===== src/apr_cfg.svh =====
// Purpose: Constants for the alternate-function pin router.
// Assumes: Included by its bare name from the package and the router.
// Notes:   Offsets, field positions, reset values, masks and structure counts only.
`ifndef APR_CFG_SVH
`define APR_CFG_SVH

// ----------------------------------------------------------------
// Register addresses on the special-function register bus
// ----------------------------------------------------------------
`define APR_ADDR_CTL0 8'hA1
`define APR_ADDR_CTL1 8'hA2
`define APR_ADDR_CTL2 8'hA3

// ----------------------------------------------------------------
// Reset values and writable masks
// ----------------------------------------------------------------
`define APR_RST_CTL0 8'h00
`define APR_RST_CTL1 8'h00
`define APR_RST_CTL2 8'h00
`define APR_WMASK_CTL0 8'hEF
`define APR_RDATA_NONE 8'h00

// ----------------------------------------------------------------
// clock_pin_and_port4_function_ctrl fields
// ----------------------------------------------------------------
`define APR_CLKSEL_HI 7
`define APR_CLKSEL_LO 6
`define APR_FASTDRV 5
`define APR_PORT4_HI_PAIR_FUNC_SEL_HI 3
`define APR_PORT4_HI_PAIR_FUNC_SEL_LO 2
`define APR_INT1H 1
`define APR_INT0H 0

// ----------------------------------------------------------------
// peripheral_pin_relocation_ctrl fields
// ----------------------------------------------------------------
`define APR_KBI_HI 7
`define APR_KBI_LO 6
`define APR_SPI5 5
`define APR_U1P5 4
`define APR_T2P5 3
`define APR_PCAP6 2
`define APR_EXTRAM 1
`define APR_DPS 0

// ----------------------------------------------------------------
// interrupt_source_select_ctrl fields
// ----------------------------------------------------------------
`define APR_I3_HI 7
`define APR_I3_LO 6
`define APR_I2_HI 5
`define APR_I2_LO 4
`define APR_T1X12 3
`define APR_T0X12 2
`define APR_T1CKOE 1
`define APR_T0CKOE 0

// ----------------------------------------------------------------
// Structure counts
// ----------------------------------------------------------------
`define APR_NPORTS 7
`define APR_DIV_STAGES 3

`endif


===== src/apr_pkg.sv =====
// Purpose: Types shared by the pin router files.
// Assumes: apr_cfg.svh supplies field positions and counts.
// Notes:   Enumerations mirror the two-bit selector encodings.
`include "apr_cfg.svh"

package apr_pkg;

  // ----------------------------------------------------------------
  // Selector encodings
  // ----------------------------------------------------------------
  typedef enum logic [1:0] {
    APR_CK_GPIO = 2'b00,
    APR_CK_MCK = 2'b01,
    APR_CK_DIV2 = 2'b10,
    APR_CK_DIV4 = 2'b11
  } apr_clksel_t;

  typedef enum logic [1:0] {
    APR_P4_GPIO = 2'b00,
    APR_P4_UART0 = 2'b01,
    APR_P4_EXTIRQ = 2'b10,
    APR_P4_TIMER3 = 2'b11
  } apr_p4func_t;

  typedef enum logic [1:0] {
    APR_KB_P0 = 2'b00,
    APR_KB_P2 = 2'b01,
    APR_KB_P5 = 2'b10,
    APR_KB_P6 = 2'b11
  } apr_kbsel_t;

  typedef enum logic [1:0] {
    APR_IS_OWN = 2'b00,
    APR_IS_UART = 2'b01,
    APR_IS_TWS = 2'b10,
    APR_IS_SPISS = 2'b11
  } apr_irqsrc_t;

  // ----------------------------------------------------------------
  // Router state
  // ----------------------------------------------------------------
  typedef struct packed {
    logic [7:0] ctl0;
    logic [7:0] ctl1;
    logic [7:0] ctl2;
    logic [7:0] rdata;
    logic [`APR_NPORTS-1:0][7:0] pdo;
    logic [`APR_NPORTS-1:0][7:0] poe;
    logic [3:0] spi_di;
    logic uart0_rx;
    logic uart1_rx;
    logic t2_clk_in;
    logic t2_ctrl_in;
    logic t3_clk_in;
    logic t3_ctrl_in;
    logic pca_clk_in;
    logic [5:0] pca_di;
    logic [7:0] keypad_irq_input;
    logic irq2;
    logic irq3;
  } apr_state_t;

endpackage


===== src/apr_sync.sv =====
// Purpose: Three-stage pin synchroniser with agreement filter.
// Assumes: Inputs are asynchronous to clk_i.
// Notes:   The filtered value moves only when stages two and three agree.
`timescale 1ns/1ps

module apr_sync #(
  parameter int W = 8
) (
  input wire logic clk_i,
  input wire logic rst_i,
  input wire logic ce_i,
  input wire logic [W-1:0] d_i,
  output logic [W-1:0] q_o
);

  typedef struct packed {
    logic [W-1:0] s1;
    logic [W-1:0] s2;
    logic [W-1:0] s3;
    logic [W-1:0] q;
  } apr_sync_st_t;

  apr_sync_st_t s;
  apr_sync_st_t next_s;

  // ----------------------------------------------------------------
  // Stage shift and per-bit agreement
  // ----------------------------------------------------------------
  // Stage one feeds stage two only, to keep metastability contained
  always_comb begin
    next_s = s;
    if (ce_i) begin
      next_s.s1 = d_i;
      next_s.s2 = s.s1;
      next_s.s3 = s.s2;
      for (int i = 0; i < W; i++) begin
        if (s.s2[i] == s.s3[i]) begin
          next_s.q[i] = s.s3[i];
        end
      end
    end
  end

  // State register
  always_ff @(posedge clk_i or posedge rst_i) begin
    if (rst_i) begin
      s <= '0;
    end else begin
      s <= next_s;
    end
  end

  assign q_o = s.q;

endmodule // apr_sync


===== src/apr_clkdiv.sv =====
// Purpose: Free-running binary divider giving clock-out taps.
// Assumes: Tap i toggles every 2**i enabled cycles.
// Notes:   A flop cannot copy its own clock, so tap 0 is the fastest.
`timescale 1ns/1ps

module apr_clkdiv #(
  parameter int STAGES = 3
) (
  input wire logic clk_i,
  input wire logic rst_i,
  input wire logic ce_i,
  output logic [STAGES-1:0] tap_o
);

  typedef struct packed {
    logic [STAGES-1:0] cnt;
  } apr_div_st_t;

  apr_div_st_t s;
  apr_div_st_t next_s;

  // Counter advance; each bit is one divided tap
  always_comb begin
    next_s = s;
    if (ce_i) begin
      next_s.cnt = s.cnt + {{(STAGES-1){1'b0}}, 1'b1};
    end
  end

  // State register
  always_ff @(posedge clk_i or posedge rst_i) begin
    if (rst_i) begin
      s <= '0;
    end else begin
      s <= next_s;
    end
  end

  assign tap_o = s.cnt;

endmodule // apr_clkdiv


===== src/apr_pin_router.sv =====
// Purpose: Alternate-function pin router behind three control registers.
// Assumes: SFR bus and peripherals share REF_CLK_I; pins are asynchronous.
// Notes:   Pin and peripheral outputs are registered, one cycle after select.
// Function
// - The clock-pin source field picks GPIO, master clock, half or quarter rate.
// - That field acts only while an internal RC oscillator clocks the system.
// - The fast-drive bit selects default or fast drive for the clock pin.
// - The port-4 pair field maps bits 4 and 5 to GPIO, UART0, ext irqs or Timer 3.
// - The keypad inputs come from port 0, 2, 5 or 6 as the keypad field picks.
// - SPI select, MOSI, MISO and clock move from port 1 bits 4-7 to port 5.
// - UART1 receive and transmit move from port 1 bits 2-3 to port 5.
// - Timer 2 clock and control move from port 1 bits 0-1 to port 5.
// - PCA clock input and six module lines move from port 2 to port 6.
// - External irq 3 comes from its pin, UART1 rx, two-wire data or SPI select.
// - External irq 2 comes from its pin, UART0 rx, two-wire data or SPI select.
`timescale 1ns/1ps
`include "apr_cfg.svh"

module apr_pin_router
  import apr_pkg::*;
(
  input wire logic REF_CLK_I,
  input wire logic RST_I,
  input wire logic CE_I,
  input wire logic [7:0] SFR_ADDR_I,
  input wire logic SFR_WE_I,
  input wire logic SFR_RE_I,
  input wire logic [7:0] SFR_WDATA_I,
  output logic [7:0] SFR_RDATA_O,
  input wire logic OSC_IS_RC_I,
  input wire logic [`APR_NPORTS*8-1:0] PIN_I,
  input wire logic [`APR_NPORTS*8-1:0] GPIO_DO_I,
  input wire logic [`APR_NPORTS*8-1:0] GPIO_OE_I,
  output logic [`APR_NPORTS*8-1:0] PIN_DO_O,
  output logic [`APR_NPORTS*8-1:0] PIN_OE_O,
  output logic CLKPIN_FAST_DRIVE_O,
  input wire logic [3:0] SPI_DO_I,
  input wire logic [3:0] SPI_OE_I,
  output logic [3:0] SPI_DI_O,
  input wire logic UART0_TX_I,
  input wire logic UART0_TX_OE_I,
  output logic UART0_RX_O,
  input wire logic UART1_TX_I,
  input wire logic UART1_TX_OE_I,
  output logic UART1_RX_O,
  input wire logic TIMER2_CLK_OUT_I,
  input wire logic TIMER2_CLK_OE_I,
  output logic TIMER2_CLK_IN_O,
  output logic TIMER2_CTRL_IN_O,
  input wire logic TIMER3_CLK_OUT_I,
  input wire logic TIMER3_CLK_OE_I,
  output logic TIMER3_CLK_IN_O,
  output logic TIMER3_CTRL_IN_O,
  input wire logic [5:0] PCA_MODULE_IO_DO_I,
  input wire logic [5:0] PCA_MODULE_IO_OE_I,
  output logic [5:0] PCA_MODULE_IO_DI_O,
  output logic PCA_EXT_CLK_IN_O,
  output logic [7:0] KEYPAD_IRQ_INPUT_O,
  output logic EXT_IRQ2_IN_O,
  output logic EXT_IRQ3_IN_O,
  output logic EXT_IRQ0_HIGH_O,
  output logic EXT_IRQ1_HIGH_O,
  output logic EXT_RAM_SEL_O,
  output logic DPTR_SEL_O,
  output logic TIMER0_X12_O,
  output logic TIMER1_X12_O,
  output logic TIMER0_CLKOUT_EN_O,
  output logic TIMER1_CLKOUT_EN_O
);

  // ----------------------------------------------------------------
  // State, synchronised pins and divider taps
  // ----------------------------------------------------------------
  apr_state_t s;
  apr_state_t next_s;
  logic [`APR_NPORTS*8-1:0] pin_flat;
  logic [`APR_NPORTS-1:0][7:0] pin;
  logic [`APR_NPORTS-1:0][7:0] gdo;
  logic [`APR_NPORTS-1:0][7:0] goe;
  logic [`APR_DIV_STAGES-1:0] tap;

  apr_sync #(.W(`APR_NPORTS*8)) u_sync (
    .clk_i(REF_CLK_I),
    .rst_i(RST_I),
    .ce_i(CE_I),
    .d_i(PIN_I),
    .q_o(pin_flat)
  );

  apr_clkdiv #(.STAGES(`APR_DIV_STAGES)) u_div (
    .clk_i(REF_CLK_I),
    .rst_i(RST_I),
    .ce_i(CE_I),
    .tap_o(tap)
  );

  assign pin = pin_flat;
  assign gdo = GPIO_DO_I;
  assign goe = GPIO_OE_I;

  // ----------------------------------------------------------------
  // Field decode, combinational from the registers
  // ----------------------------------------------------------------
  apr_clksel_t clk_sel;
  apr_p4func_t p4_sel;
  apr_kbsel_t kb_sel;
  apr_irqsrc_t i2_sel;
  apr_irqsrc_t i3_sel;
  logic spi_to_port5;
  logic uart1_to_port5;
  logic timer2_to_port5;
  logic pca_to_port6;

  // No handshake: a stored value steers the muxes on the next cycle
  assign clk_sel = apr_clksel_t'(s.ctl0[`APR_CLKSEL_HI:`APR_CLKSEL_LO]);
  assign p4_sel = apr_p4func_t'(s.ctl0[`APR_PORT4_HI_PAIR_FUNC_SEL_HI:`APR_PORT4_HI_PAIR_FUNC_SEL_LO]);
  assign kb_sel = apr_kbsel_t'(s.ctl1[`APR_KBI_HI:`APR_KBI_LO]);
  assign i3_sel = apr_irqsrc_t'(s.ctl2[`APR_I3_HI:`APR_I3_LO]);
  assign i2_sel = apr_irqsrc_t'(s.ctl2[`APR_I2_HI:`APR_I2_LO]);
  // Several set together is the user's fault; each acts on its own pins
  assign spi_to_port5 = s.ctl1[`APR_SPI5];
  assign uart1_to_port5 = s.ctl1[`APR_U1P5];
  assign timer2_to_port5 = s.ctl1[`APR_T2P5];
  assign pca_to_port6 = s.ctl1[`APR_PCAP6];

  // ----------------------------------------------------------------
  // Register file, pin muxes and input routing
  // ----------------------------------------------------------------
  // Everything is held while CE_I is low
  always_comb begin
    logic ss_pin;
    logic own2;
    logic own3;
    ss_pin = 1'b0;
    own2 = 1'b0;
    own3 = 1'b0;
    next_s = s;
    if (CE_I) begin
      // Register writes; the reserved bit of ctl0 stays zero
      if (SFR_WE_I) begin
        case (SFR_ADDR_I)
          `APR_ADDR_CTL0: next_s.ctl0 = SFR_WDATA_I & `APR_WMASK_CTL0;
          `APR_ADDR_CTL1: next_s.ctl1 = SFR_WDATA_I;
          `APR_ADDR_CTL2: next_s.ctl2 = SFR_WDATA_I;
          default: next_s.ctl0 = s.ctl0;
        endcase
      end
      // Reads answer one cycle later; unmapped addresses read zero
      if (SFR_RE_I) begin
        case (SFR_ADDR_I)
          `APR_ADDR_CTL0: next_s.rdata = s.ctl0;
          `APR_ADDR_CTL1: next_s.rdata = s.ctl1;
          `APR_ADDR_CTL2: next_s.rdata = s.ctl2;
          default: next_s.rdata = `APR_RDATA_NONE;
        endcase
      end
      // GPIO everywhere unless a peripheral claims the pin
      next_s.pdo = gdo;
      next_s.poe = goe;
      // Port 0 bit 1: Timer 3 clock out unless moved to port 4
      if (p4_sel != APR_P4_TIMER3 && TIMER3_CLK_OE_I) begin
        next_s.pdo[0][1] = TIMER3_CLK_OUT_I;
        next_s.poe[0][1] = 1'b1;
      end
      // Port 1 or port 5: Timer 2 clock out
      if (TIMER2_CLK_OE_I) begin
        next_s.pdo[timer2_to_port5 ? 5 : 1][0] = TIMER2_CLK_OUT_I;
        next_s.poe[timer2_to_port5 ? 5 : 1][0] = 1'b1;
      end
      // UART1 transmit
      if (UART1_TX_OE_I) begin
        next_s.pdo[uart1_to_port5 ? 5 : 1][3] = UART1_TX_I;
        next_s.poe[uart1_to_port5 ? 5 : 1][3] = 1'b1;
      end
      // SPI lines keep their order, per-line enable
      for (int i = 0; i < 4; i++) begin
        if (SPI_OE_I[i]) begin
          next_s.pdo[spi_to_port5 ? 5 : 1][4+i] = SPI_DO_I[i];
          next_s.poe[spi_to_port5 ? 5 : 1][4+i] = 1'b1;
        end
      end
      // PCA module lines, bits 2 to 7 in order
      for (int i = 0; i < 6; i++) begin
        if (PCA_MODULE_IO_OE_I[i]) begin
          next_s.pdo[pca_to_port6 ? 6 : 2][2+i] = PCA_MODULE_IO_DO_I[i];
          next_s.poe[pca_to_port6 ? 6 : 2][2+i] = 1'b1;
        end
      end
      // UART0 transmit on port 3 bit 1 or port 4 bit 5
      if (UART0_TX_OE_I) begin
        next_s.pdo[p4_sel == APR_P4_UART0 ? 4 : 3][p4_sel == APR_P4_UART0 ? 5 : 1] = UART0_TX_I;
        next_s.poe[p4_sel == APR_P4_UART0 ? 4 : 3][p4_sel == APR_P4_UART0 ? 5 : 1] = 1'b1;
      end
      // Timer 3 clock out on port 4 bit 5
      if (p4_sel == APR_P4_TIMER3 && TIMER3_CLK_OE_I) begin
        next_s.pdo[4][5] = TIMER3_CLK_OUT_I;
        next_s.poe[4][5] = 1'b1;
      end
      // Clock pin: oscillator owns it unless an RC source runs
      if (!OSC_IS_RC_I) begin
        next_s.pdo[6][1:0] = 2'b00;
        next_s.poe[6][1:0] = 2'b00;
      end else begin
        // Drive mode stays with the port mode latch (push-pull advised)
        case (clk_sel)
          APR_CK_GPIO: next_s.pdo[6][0] = gdo[6][0];
          APR_CK_MCK: next_s.pdo[6][0] = tap[0];
          APR_CK_DIV2: next_s.pdo[6][0] = tap[1];
          APR_CK_DIV4: next_s.pdo[6][0] = tap[2];
          default: next_s.pdo[6][0] = gdo[6][0];
        endcase
      end
      // Peripheral inputs from the chosen pins
      next_s.spi_di = spi_to_port5 ? pin[5][7:4] : pin[1][7:4];
      next_s.uart1_rx = uart1_to_port5 ? pin[5][2] : pin[1][2];
      next_s.t2_clk_in = timer2_to_port5 ? pin[5][0] : pin[1][0];
      next_s.t2_ctrl_in = timer2_to_port5 ? pin[5][1] : pin[1][1];
      next_s.pca_clk_in = pca_to_port6 ? pin[6][1] : pin[2][1];
      next_s.pca_di = pca_to_port6 ? pin[6][7:2] : pin[2][7:2];
      next_s.uart0_rx = (p4_sel == APR_P4_UART0) ? pin[4][4] : pin[3][0];
      next_s.t3_ctrl_in = (p4_sel == APR_P4_TIMER3) ? pin[4][4] : pin[0][0];
      next_s.t3_clk_in = (p4_sel == APR_P4_TIMER3) ? pin[4][5] : pin[0][1];
      // Keypad port select
      case (kb_sel)
        APR_KB_P0: next_s.keypad_irq_input = pin[0];
        APR_KB_P2: next_s.keypad_irq_input = pin[2];
        APR_KB_P5: next_s.keypad_irq_input = pin[5];
        APR_KB_P6: next_s.keypad_irq_input = pin[6];
        default: next_s.keypad_irq_input = pin[0];
      endcase
      // Interrupt sources share the routed slave-select pin
      ss_pin = spi_to_port5 ? pin[5][4] : pin[1][4];
      own2 = (p4_sel == APR_P4_EXTIRQ) ? pin[4][4] : pin[4][3];
      own3 = (p4_sel == APR_P4_EXTIRQ) ? pin[4][5] : pin[4][2];
      case (i2_sel)
        APR_IS_OWN: next_s.irq2 = own2;
        APR_IS_UART: next_s.irq2 = (p4_sel == APR_P4_UART0) ? pin[4][4] : pin[3][0];
        APR_IS_TWS: next_s.irq2 = pin[4][1];
        APR_IS_SPISS: next_s.irq2 = ss_pin;
        default: next_s.irq2 = own2;
      endcase
      case (i3_sel)
        APR_IS_OWN: next_s.irq3 = own3;
        APR_IS_UART: next_s.irq3 = uart1_to_port5 ? pin[5][2] : pin[1][2];
        APR_IS_TWS: next_s.irq3 = pin[4][1];
        APR_IS_SPISS: next_s.irq3 = ss_pin;
        default: next_s.irq3 = own3;
      endcase
    end
  end

  // State register
  always_ff @(posedge REF_CLK_I or posedge RST_I) begin
    if (RST_I) begin
      s <= '0;
      s.ctl0 <= `APR_RST_CTL0;
      s.ctl1 <= `APR_RST_CTL1;
      s.ctl2 <= `APR_RST_CTL2;
    end else begin
      s <= next_s;
    end
  end

  // ----------------------------------------------------------------
  // Outputs, all straight from flops
  // ----------------------------------------------------------------
  assign SFR_RDATA_O = s.rdata;
  assign PIN_DO_O = s.pdo;
  assign PIN_OE_O = s.poe;
  assign CLKPIN_FAST_DRIVE_O = s.ctl0[`APR_FASTDRV];
  assign SPI_DI_O = s.spi_di;
  assign UART0_RX_O = s.uart0_rx;
  assign UART1_RX_O = s.uart1_rx;
  assign TIMER2_CLK_IN_O = s.t2_clk_in;
  assign TIMER2_CTRL_IN_O = s.t2_ctrl_in;
  assign TIMER3_CLK_IN_O = s.t3_clk_in;
  assign TIMER3_CTRL_IN_O = s.t3_ctrl_in;
  assign PCA_MODULE_IO_DI_O = s.pca_di;
  assign PCA_EXT_CLK_IN_O = s.pca_clk_in;
  assign KEYPAD_IRQ_INPUT_O = s.keypad_irq_input;
  assign EXT_IRQ2_IN_O = s.irq2;
  assign EXT_IRQ3_IN_O = s.irq3;
  // Bits kept for neighbouring blocks
  assign EXT_IRQ0_HIGH_O = s.ctl0[`APR_INT0H];
  assign EXT_IRQ1_HIGH_O = s.ctl0[`APR_INT1H];
  assign EXT_RAM_SEL_O = s.ctl1[`APR_EXTRAM];
  assign DPTR_SEL_O = s.ctl1[`APR_DPS];
  assign TIMER0_X12_O = s.ctl2[`APR_T0X12];
  assign TIMER1_X12_O = s.ctl2[`APR_T1X12];
  assign TIMER0_CLKOUT_EN_O = s.ctl2[`APR_T0CKOE];
  assign TIMER1_CLKOUT_EN_O = s.ctl2[`APR_T1CKOE];
endmodule // apr_pin_router


===== config.mk =====
export PLATFORM = sky130hd
export DESIGN_NAME = apr_pin_router
export DESIGN_NICKNAME = d
export VERILOG_FILES = /design/src/apr_pkg.sv /design/src/apr_sync.sv /design/src/apr_clkdiv.sv /design/src/apr_pin_router.sv
export VERILOG_INCLUDE_DIRS = /design/src
export SDC_FILE = /design/constraint.sdc
export NUM_CORES = 1
export LEC_CHECK = 0
export BUFFER_PORTS_ARGS = -buffer_cell sky130_fd_sc_hd__buf_4
export CAP_MARGIN = 40
export CORE_MARGIN = 3
export CORE_UTILIZATION = 25
export CTS_CLUSTER_SIZE = 12
export DETAILED_ROUTE_END_ITERATION = 8
export GPL_ROUTABILITY_DRIVEN = 0
export GPL_TIMING_DRIVEN = 1
export SLEW_MARGIN = 20
export SYNTH_ARGS = -nofsm -noshare
export SYNTH_HDL_FRONTEND = slang
export SYNTH_HIERARCHICAL = 1
export SYNTH_SLANG_ARGS = --single-unit

===== constraint.sdc =====
create_clock -name REF_CLK_I -period 7 [get_ports REF_CLK_I]
set_clock_uncertainty 0.1 [all_clocks]
set_input_delay 1.05 -clock REF_CLK_I [delete_from_list [all_inputs] [get_ports REF_CLK_I]]
set_output_delay 1.05 -clock REF_CLK_I [all_outputs]
set_load 0.005 [all_outputs]

After elaboration in Yosys (flattened, before gate mapping)
Cells that the tools add are included.
- bits in registers: 386
- word-level logic and storage cells: 328
- output and inout bits: 156
- bits of input ports: 218
- equal/unequal tests: 64
- $add $sub $neg: 1
- reduce and logical (&&, ||, !) cells: 61
- muxes and demuxes: 98
- magnitude comparators: 12
- bitwise operators: 13
- operator list (kind ; count):
    2-to-1 mux 112 bit ; 25
    bitwise mux 56 bit ; 13
    OR 56 bit ; 13
    demux 8 bit (select 3 bit) ; 13
    AND reduction 2 bit ; 46
    == test 1 bit ; 45
    case mux 8 bit (4 select lines) ; 1
    == test 8 bit (second input constant) ; 3
    < comparator 3 x 4 -> 1 bit (second input constant) ; 6
    2-to-1 mux 8 bit ; 3
    case mux 8 bit (3 select lines) ; 1
    2-to-1 mux 3 bit ; 7
    == test 2 bit (second input constant) ; 10
    2-to-1 mux 1 bit ; 20
    greater-or-equal comparator 3 x 1 -> 1 bit (second input constant) ; 6
    2-to-1 mux 6 bit ; 3
    2-to-1 mux 7 bit ; 2
    2-to-1 mux 4 bit ; 3
    case mux 1 bit (4 select lines) ; 3
    == test 2 x 1 -> 1 bit (second input constant) ; 5
    2-to-1 mux 5 bit ; 2
    AND reduction 3 bit ; 3
    logical AND 1 bit ; 8
    zero test 2 bit ; 4
    other kinds (4) ; 4

Logic depth before layout (Yosys ltp)
Gate-level depths: netlist of the first run.
- depth after elaboration: 44
- gate-level depth with buffers: 6

Cells and area by module
The synthesis of the first run kept the hierarchy.
- modules (own cells, without submodules) (module ; cells each ; instances ; area each (µm²)):
    apr_sync ; 650 ; 1 ; 9741.8
    apr_pin_router ; 766 ; 1 ; 8493.1
    apr_clkdiv ; 9 ; 1 ; 127.6

Least setup slack after synthesis of the first run
Ideal clock, no wire load.
- path type: input -> register
- from: input SFR_ADDR_I[3]
- to: register s (netlist bit TIMER0_CLKOUT_EN_O)
- buffers on the path: 1
- cell stages on the path: 5
- setup slack: 4.214 ns
- setup time: 0.125 ns
- arrival time: 2.560 ns
- required time: 6.775 ns
- cells stage by stage: or2_1 > or4_4 > or3_1 > buf_6 > mux2_4
- cells in the longest elaborated chain, start to end: 2
- ends and longest elaborated chain (what ; RTL line ; text):
    start, declared ; apr_pin_router.sv:25 ; input wire logic [7:0] SFR_ADDR_I,
    == test 8 bit ; apr_pin_router.sv:141 ; case (SFR_ADDR_I)
    AND reduction 3 bit (no source line) ; - ;
    end signal, assigned ; apr_pin_router.sv:260 ; s <= next_s;
    end, declared ; apr_pin_router.sv:74 ; apr_state_t s;
No other way between the ends.
A chain may end at the register's enable or synchronous reset.

Worst setup path after layout of the first run
- from: input SFR_ADDR_I[3]
- to: register s (netlist bit TIMER0_X12_O)
Same word-level chain as after synthesis.

==> flow_summary.ini, run 1 <==
[setup_path]
critPathRequiredTime_ns = 7.33
cp-end-kind = register
arrival_ns = 2.94
critPathKind = in -> reg
reg2regPathDepth = 5
path_max_fanout = 8
start_kind = input port

[cells_and_area]
area_delta_synth_final_pct = 21.82
fin_cells = 2358
final_nets = 1693
design_area_mm2 = 0.02010
drive_above_1_share = 0.4537
nFillCells = 6517

[clock_network]
cts_setup_buffers = 0
htree_levels = 2
cts.sinks = 353
clk_path_buf_depth = 3
cts_tree = yes
post_cts_resized = 0
clk_latency_ns = 0.56
ctsHoldBuffers = 0
cts_buffers = 42
cts_root_buf = clkbuf_16
path_clk_slew_ns = 0.06

[die]
dieArea_mm2 = 0.06912
core_mm2 = 0.06493
die_h_um = 262.9
start_util = 0.2541
std_cell_rows = 93
io_pins = 374
die_w_um = 262.9

[routing]
drtAntennaViolNets = 0
route.detailed.drc = 0
vias = 10100
via_per_inst = 4.284
routedWlPerCell_um = 18.33
drt_wl_total_mm = 43.21
drt_iter0_drc = 503
drt_pass1_iterations = 4

[sta]
max_freq_mhz = 383.8
drv_slew = 0
rsz0062_at_grt = false
final-hold-violation-count = 0
setup-violations-final = 0
max_slew_margin = 0.2989
whs_ns = 0.3237
tightest_slew_ns = 1.052
fin_setup_tns_ns = 0
fin_crit_sh = 0.3722
period_minus_slack_ns = 2.605

[logic_synthesis]
synth_area_per_cell_um2 = 12.65
syn-num-nets = 1523
synth_area_mm2 = 0.01650
ys.warnings.count = 6
syn-instance-count = 1304

[global_routing]
met3_usage = 0.04045
use_met2 = 0.2030
grt_pass1_wl_mm = 65.97
grt_max_degree = 188
grt.overflow.total = 0
track_usage = 0.1214
busiest_layer = met2
grt_pass1_vias = 10640
use_met1 = 0.1501
antenna_found_initial = 3

[outcome]
status = finished, final reports clean

[placement]
dpl.cell_count = 2282
hpwl_mm = 31.45
port_buffers = 362
place_area_mm2 = 0.01871

[power]
p_leak_nw = 9.227
power_density_mw_per_mm2 = 288.1
peakVddDrop_v = 0.0001648
p_total_w = 0.005791

[flow_run]
maxCapViolCount = 0

[hold_path]
hold_class = in -> async
## metrics by stage
stage,util,worst slack [ns]
detailed placement,0.2881,3.850
global route,0.3095,4.416
global placement,0.2869,3.869
floorplan,-,0.9630
finish,0.3096,4.395
CTS,0.3084,4.457
## final timing paths
check	slack (ns)	start	endpoint
hold reg to reg	0.38	SFR_RDATA_O[0]	SFR_RDATA_O[0]
hold / removal	0.32	RST_I	u_div/tap_o[0]
setup reg to reg	4.58	s[160]	SFR_RDATA_O[5]
setup / recovery	4.39	SFR_ADDR_I[3]	TIMER0_X12_O
min in group REF_CLK_I	0.38	SFR_RDATA_O[0]	SFR_RDATA_O[0]
max in group asynchronous	5.16	RST_I	u_sync/q_o[45]
## metal layers
layer | wire length [µm] | part of all wire
met4 | 993 | 0.023
met2 | 20840 | 0.48
met3 | 3239 | 0.075
met5 | 0 | 0
met1 | 18140 | 0.42
## critical path, stage by stage
cell	delay, ns
buf_4	0.10
or2_1	0.26
or4_4	0.53
or3_1	0.60
mux2_4	0.39
## state kept, by name, summed over array words and instances, names as in the netlist, 2 cells and up
signal	count
KEYPAD_IRQ_INPUT_O	8
PCA_MODULE_IO_DI_O	6
PIN_DO_O	56
PIN_OE_O	56
SFR_RDATA_O	8
SPI_DI_O	4
clk_sel	2
i2_sel	2
i3_sel	2
kb_sel	2
p4_sel	2
s	3
u_div/tap_o	3
u_sync/q_o	45
u_sync/s	135
## power breakdown
group          internal [W]  switching (W)
sequential          0.00238       0.000284
clock               0.00122       0.000873
combinational      0.000624       0.000402
## final cells by class
cell class	instances	area [µm²]	area share
Antenna cell	2	5.005	0.0002490
Clock buffer	61	1232	0.06132
Clock inverter	10	83.83	0.004171
Inverter	16	70.07	0.003486
Multi-Input combinational cell	683	5839	0.2905
Sequential cell	353	8833	0.4395
Tap cell	855	1070	0.05322
Timing Repair Buffer	378	2965	0.1475
## cells in the final DEF, fill, tap and decap left out, types with 40 or more instances in the layout
master / n
nand2b_1: 51
nor2_1: 74
mux2_2: 139
a21o_1: 44
mux2i_1: 46
dfrtp_1: 353
a21oi_1: 97
clkbuf_16: 42
buf_4: 370
mux2_4: 88
nand2_1: 40
a22o_1: 44
Note: power is estimated with default switching activity, not from simulation.
==> run 2: changes to the inputs <==
--- a/config.mk
+++ b/config.mk
@@ -6,6 +6,7 @@
 export SDC_FILE = /design/constraint.sdc
 export NUM_CORES = 1
 export LEC_CHECK = 0
+export ABC_AREA = 1
 export BUFFER_PORTS_ARGS = -buffer_cell sky130_fd_sc_hd__buf_4
 export CAP_MARGIN = 40
 export CORE_MARGIN = 3
==> constraint.sdc (replaced) <==
create_clock -name REF_CLK_I -period 2.7 [get_ports REF_CLK_I]
set_clock_uncertainty 0.1 [all_clocks]
set_input_delay 0.405 -clock REF_CLK_I [delete_from_list [all_inputs] [get_ports REF_CLK_I]]
set_output_delay 0.405 -clock REF_CLK_I [all_outputs]
set_load 0.005 [all_outputs]
==> flow_summary.ini, run 2 <==
[outcome]
status = finished, final reports clean

[die]
start_util = 0.2548
std_cell_rows = 94
io_pins = 374
die_h_um = 266.0
dieArea_mm2 = 0.07077
die_w_um = 266.0
core_mm2 = 0.06633

[power]
seqPwrFrac = 0.435
p_total_w = 0.01485
switching_share = 0.2831
power_density_mw_per_mm2 = 675.7
peakVddDrop_v = 0.0003773
switching_power_w = 0.004205
comb_power_share = 0.166
p_clk_frac = 0.399
power.internal_w = 0.01065
p_leak_nw = 11.35

[setup_path]
path_cells = buf_4 -> nand2_1 -> a21oi_1 -> a21oi_1 -> dlygate4sd3_1
critical-path-top-delay-family = buffers and inverters
cpMostUsedCell = a21oi_1
arrival_ns = 2.08
critPathRequiredTime_ns = 3.05
rrSetupSlack_ns = 0.97
cp_num_buf_inv = 2
critPathKind = reg -> reg
reg2reg_from = s[160]
critPathSlowestCell = dlygate4sd3_1
r2r-end = PIN_DO_O[46]
crit_cells = 5
reg2regPathDepth = 5
critical_path.max_stage_delay_ns = 0.56
cp-end-kind = register
path_max_fanout = 14
start_kind = register

[clock_network]
cts_buffers = 42
post_cts_resized = 0
cts_root_buf = clkbuf_16
clk_path_buf_depth = 3
htree_levels = 2
cts_tree = yes
path_clk_slew_ns = 0.06
clk_latency_ns = 0.57
cts.sinks = 353

[cells_and_area]
largest_register_ffs = 135
area_delta_synth_final_pct = 30.04
final_nets = 2590
max_flop_register = u_sync/s
drive_above_1_share = 0.2120
final_common_cell = nand2_1
layout_common_cells = 697 x nand2_1, 385 x buf_4, 353 x dfrtp_1, 223 x inv_1, 145 x nor2_1

[routing]
vias = 13580
route.detailed.drc = 0
drt_wl_total_mm = 53.59
drt_iter0_drc = 786
drt_pass1_iterations = 4
via_per_inst = 4.155
routedWlPerCell_um = 16.40
drtAntennaViolNets = 0

[hold_path]
hold_path_depth = 3
worst_hold_startpoint = GPIO_DO_I[14]
hold_class = in -> reg
min_to = PIN_DO_O[14]

[logic_synthesis]
syn-num-nets = 2290
ys.warnings.count = 6
syn-instance-count = 2071
synth_area_mm2 = 0.01690
synth_area_per_cell_um2 = 8.161

[sta]
drv_slew = 0
setup-violations-final = 0
whs_ns = 0.03523
max_slew_margin = 0.5547
fin_crit_sh = 0.6417
rsz0062_at_grt = false
max_freq_mhz = 577.1
period_minus_slack_ns = 1.733
final-hold-violation-count = 0
tightest_slew_ns = 0.6665

[global_routing]
grt_max_degree = 88
antenna_found_initial = 3
grt_pass1_vias = 13280
grt.overflow.total = 0
track_usage = 0.1480
grt_pass1_wl_mm = 80.32

[placement]
hpwl_mm = 39.68
port_buffers = 362

[flow_run]
maxCapViolCount = 0
run 2: routing by layer:
metal  global-route usage  vias up  wire length [µm]  share of wire
met1               0.1759     6355             22160           0.41
met3              0.04331       69              4019          0.075
met2               0.2572      361             25870           0.48
met5                    0        -                 9        0.00017
li1                     -     6788                 -              -
met4              0.04742        2              1520          0.028
run 2: worst min-delay path: stages:
cell and delay [ns]:
buf_4 0.08, a21oi_1 0.06, a21oi_1 0.12
run 2: worst max-delay path by stage:
stage                 from            end  slack, ns
floorplan            RST_I  u_sync/q_o[0]      -0.11
global placement      CE_I  EXT_IRQ3_IN_O       0.78
detailed placement    CE_I  EXT_IRQ3_IN_O       0.77
CTS                 s[160]   PIN_DO_O[15]       0.90
global route        s[160]   PIN_DO_O[15]       0.87
finish              s[160]   PIN_DO_O[46]       0.97
run 2: power groups by stage:
stage / Sequential (W) / Clock (W) / Combinational, W
after floorplan: 0.00637 / 0 / 0.00179
after global placement: 0.00655 / 0 / 0.00232
after detailed placement: 0.00657 / 0 / 0.00236
after CTS: 0.00648 / 0.00612 / 0.00253
after global routing: 0.00656 / 0.00632 / 0.00285
final: 0.00647 / 0.00592 / 0.00246
run 2: through the flow:
step / std cells / utilization / setup TNS [ns] / instance area, µm² / setup WS [ns]
4_1_cts: 3265 / 0.3313 / 0 / 21970 / 0.9022
3_3_place_gp: 3056 / 0.2891 / 0 / 19180 / 0.7831
5_1_grt: 3266 / 0.3313 / 0 / 21980 / 0.8728
2_1_floorplan: 2071 / - / -20.45 / 16910 / -0.1136
6_report: 3267 / 0.3314 / 0 / 21980 / 0.9673
3_5_place_dp: 3056 / 0.2891 / 0 / 19180 / 0.7680
run 2: area by class of cell:
class | count | area (µm²)
Fill cell | 6893 | 44350
Clock inverter | 15 | 242.7
Timing Repair Buffer | 530 | 4437
Multi-Input combinational cell | 1216 | 5310
Inverter | 228 | 865.8
Tap cell | 864 | 1081
Antenna cell | 2 | 5.005
Sequential cell | 353 | 8833
Clock buffer | 59 | 1205
run 2: timing repair:
item | in CTS | in global routing
hold buffers | 135 | 0
hold endpoints to repair | 180 | 0
buffers inserted | 0 | 0
setup endpoints to repair | 0 | 0
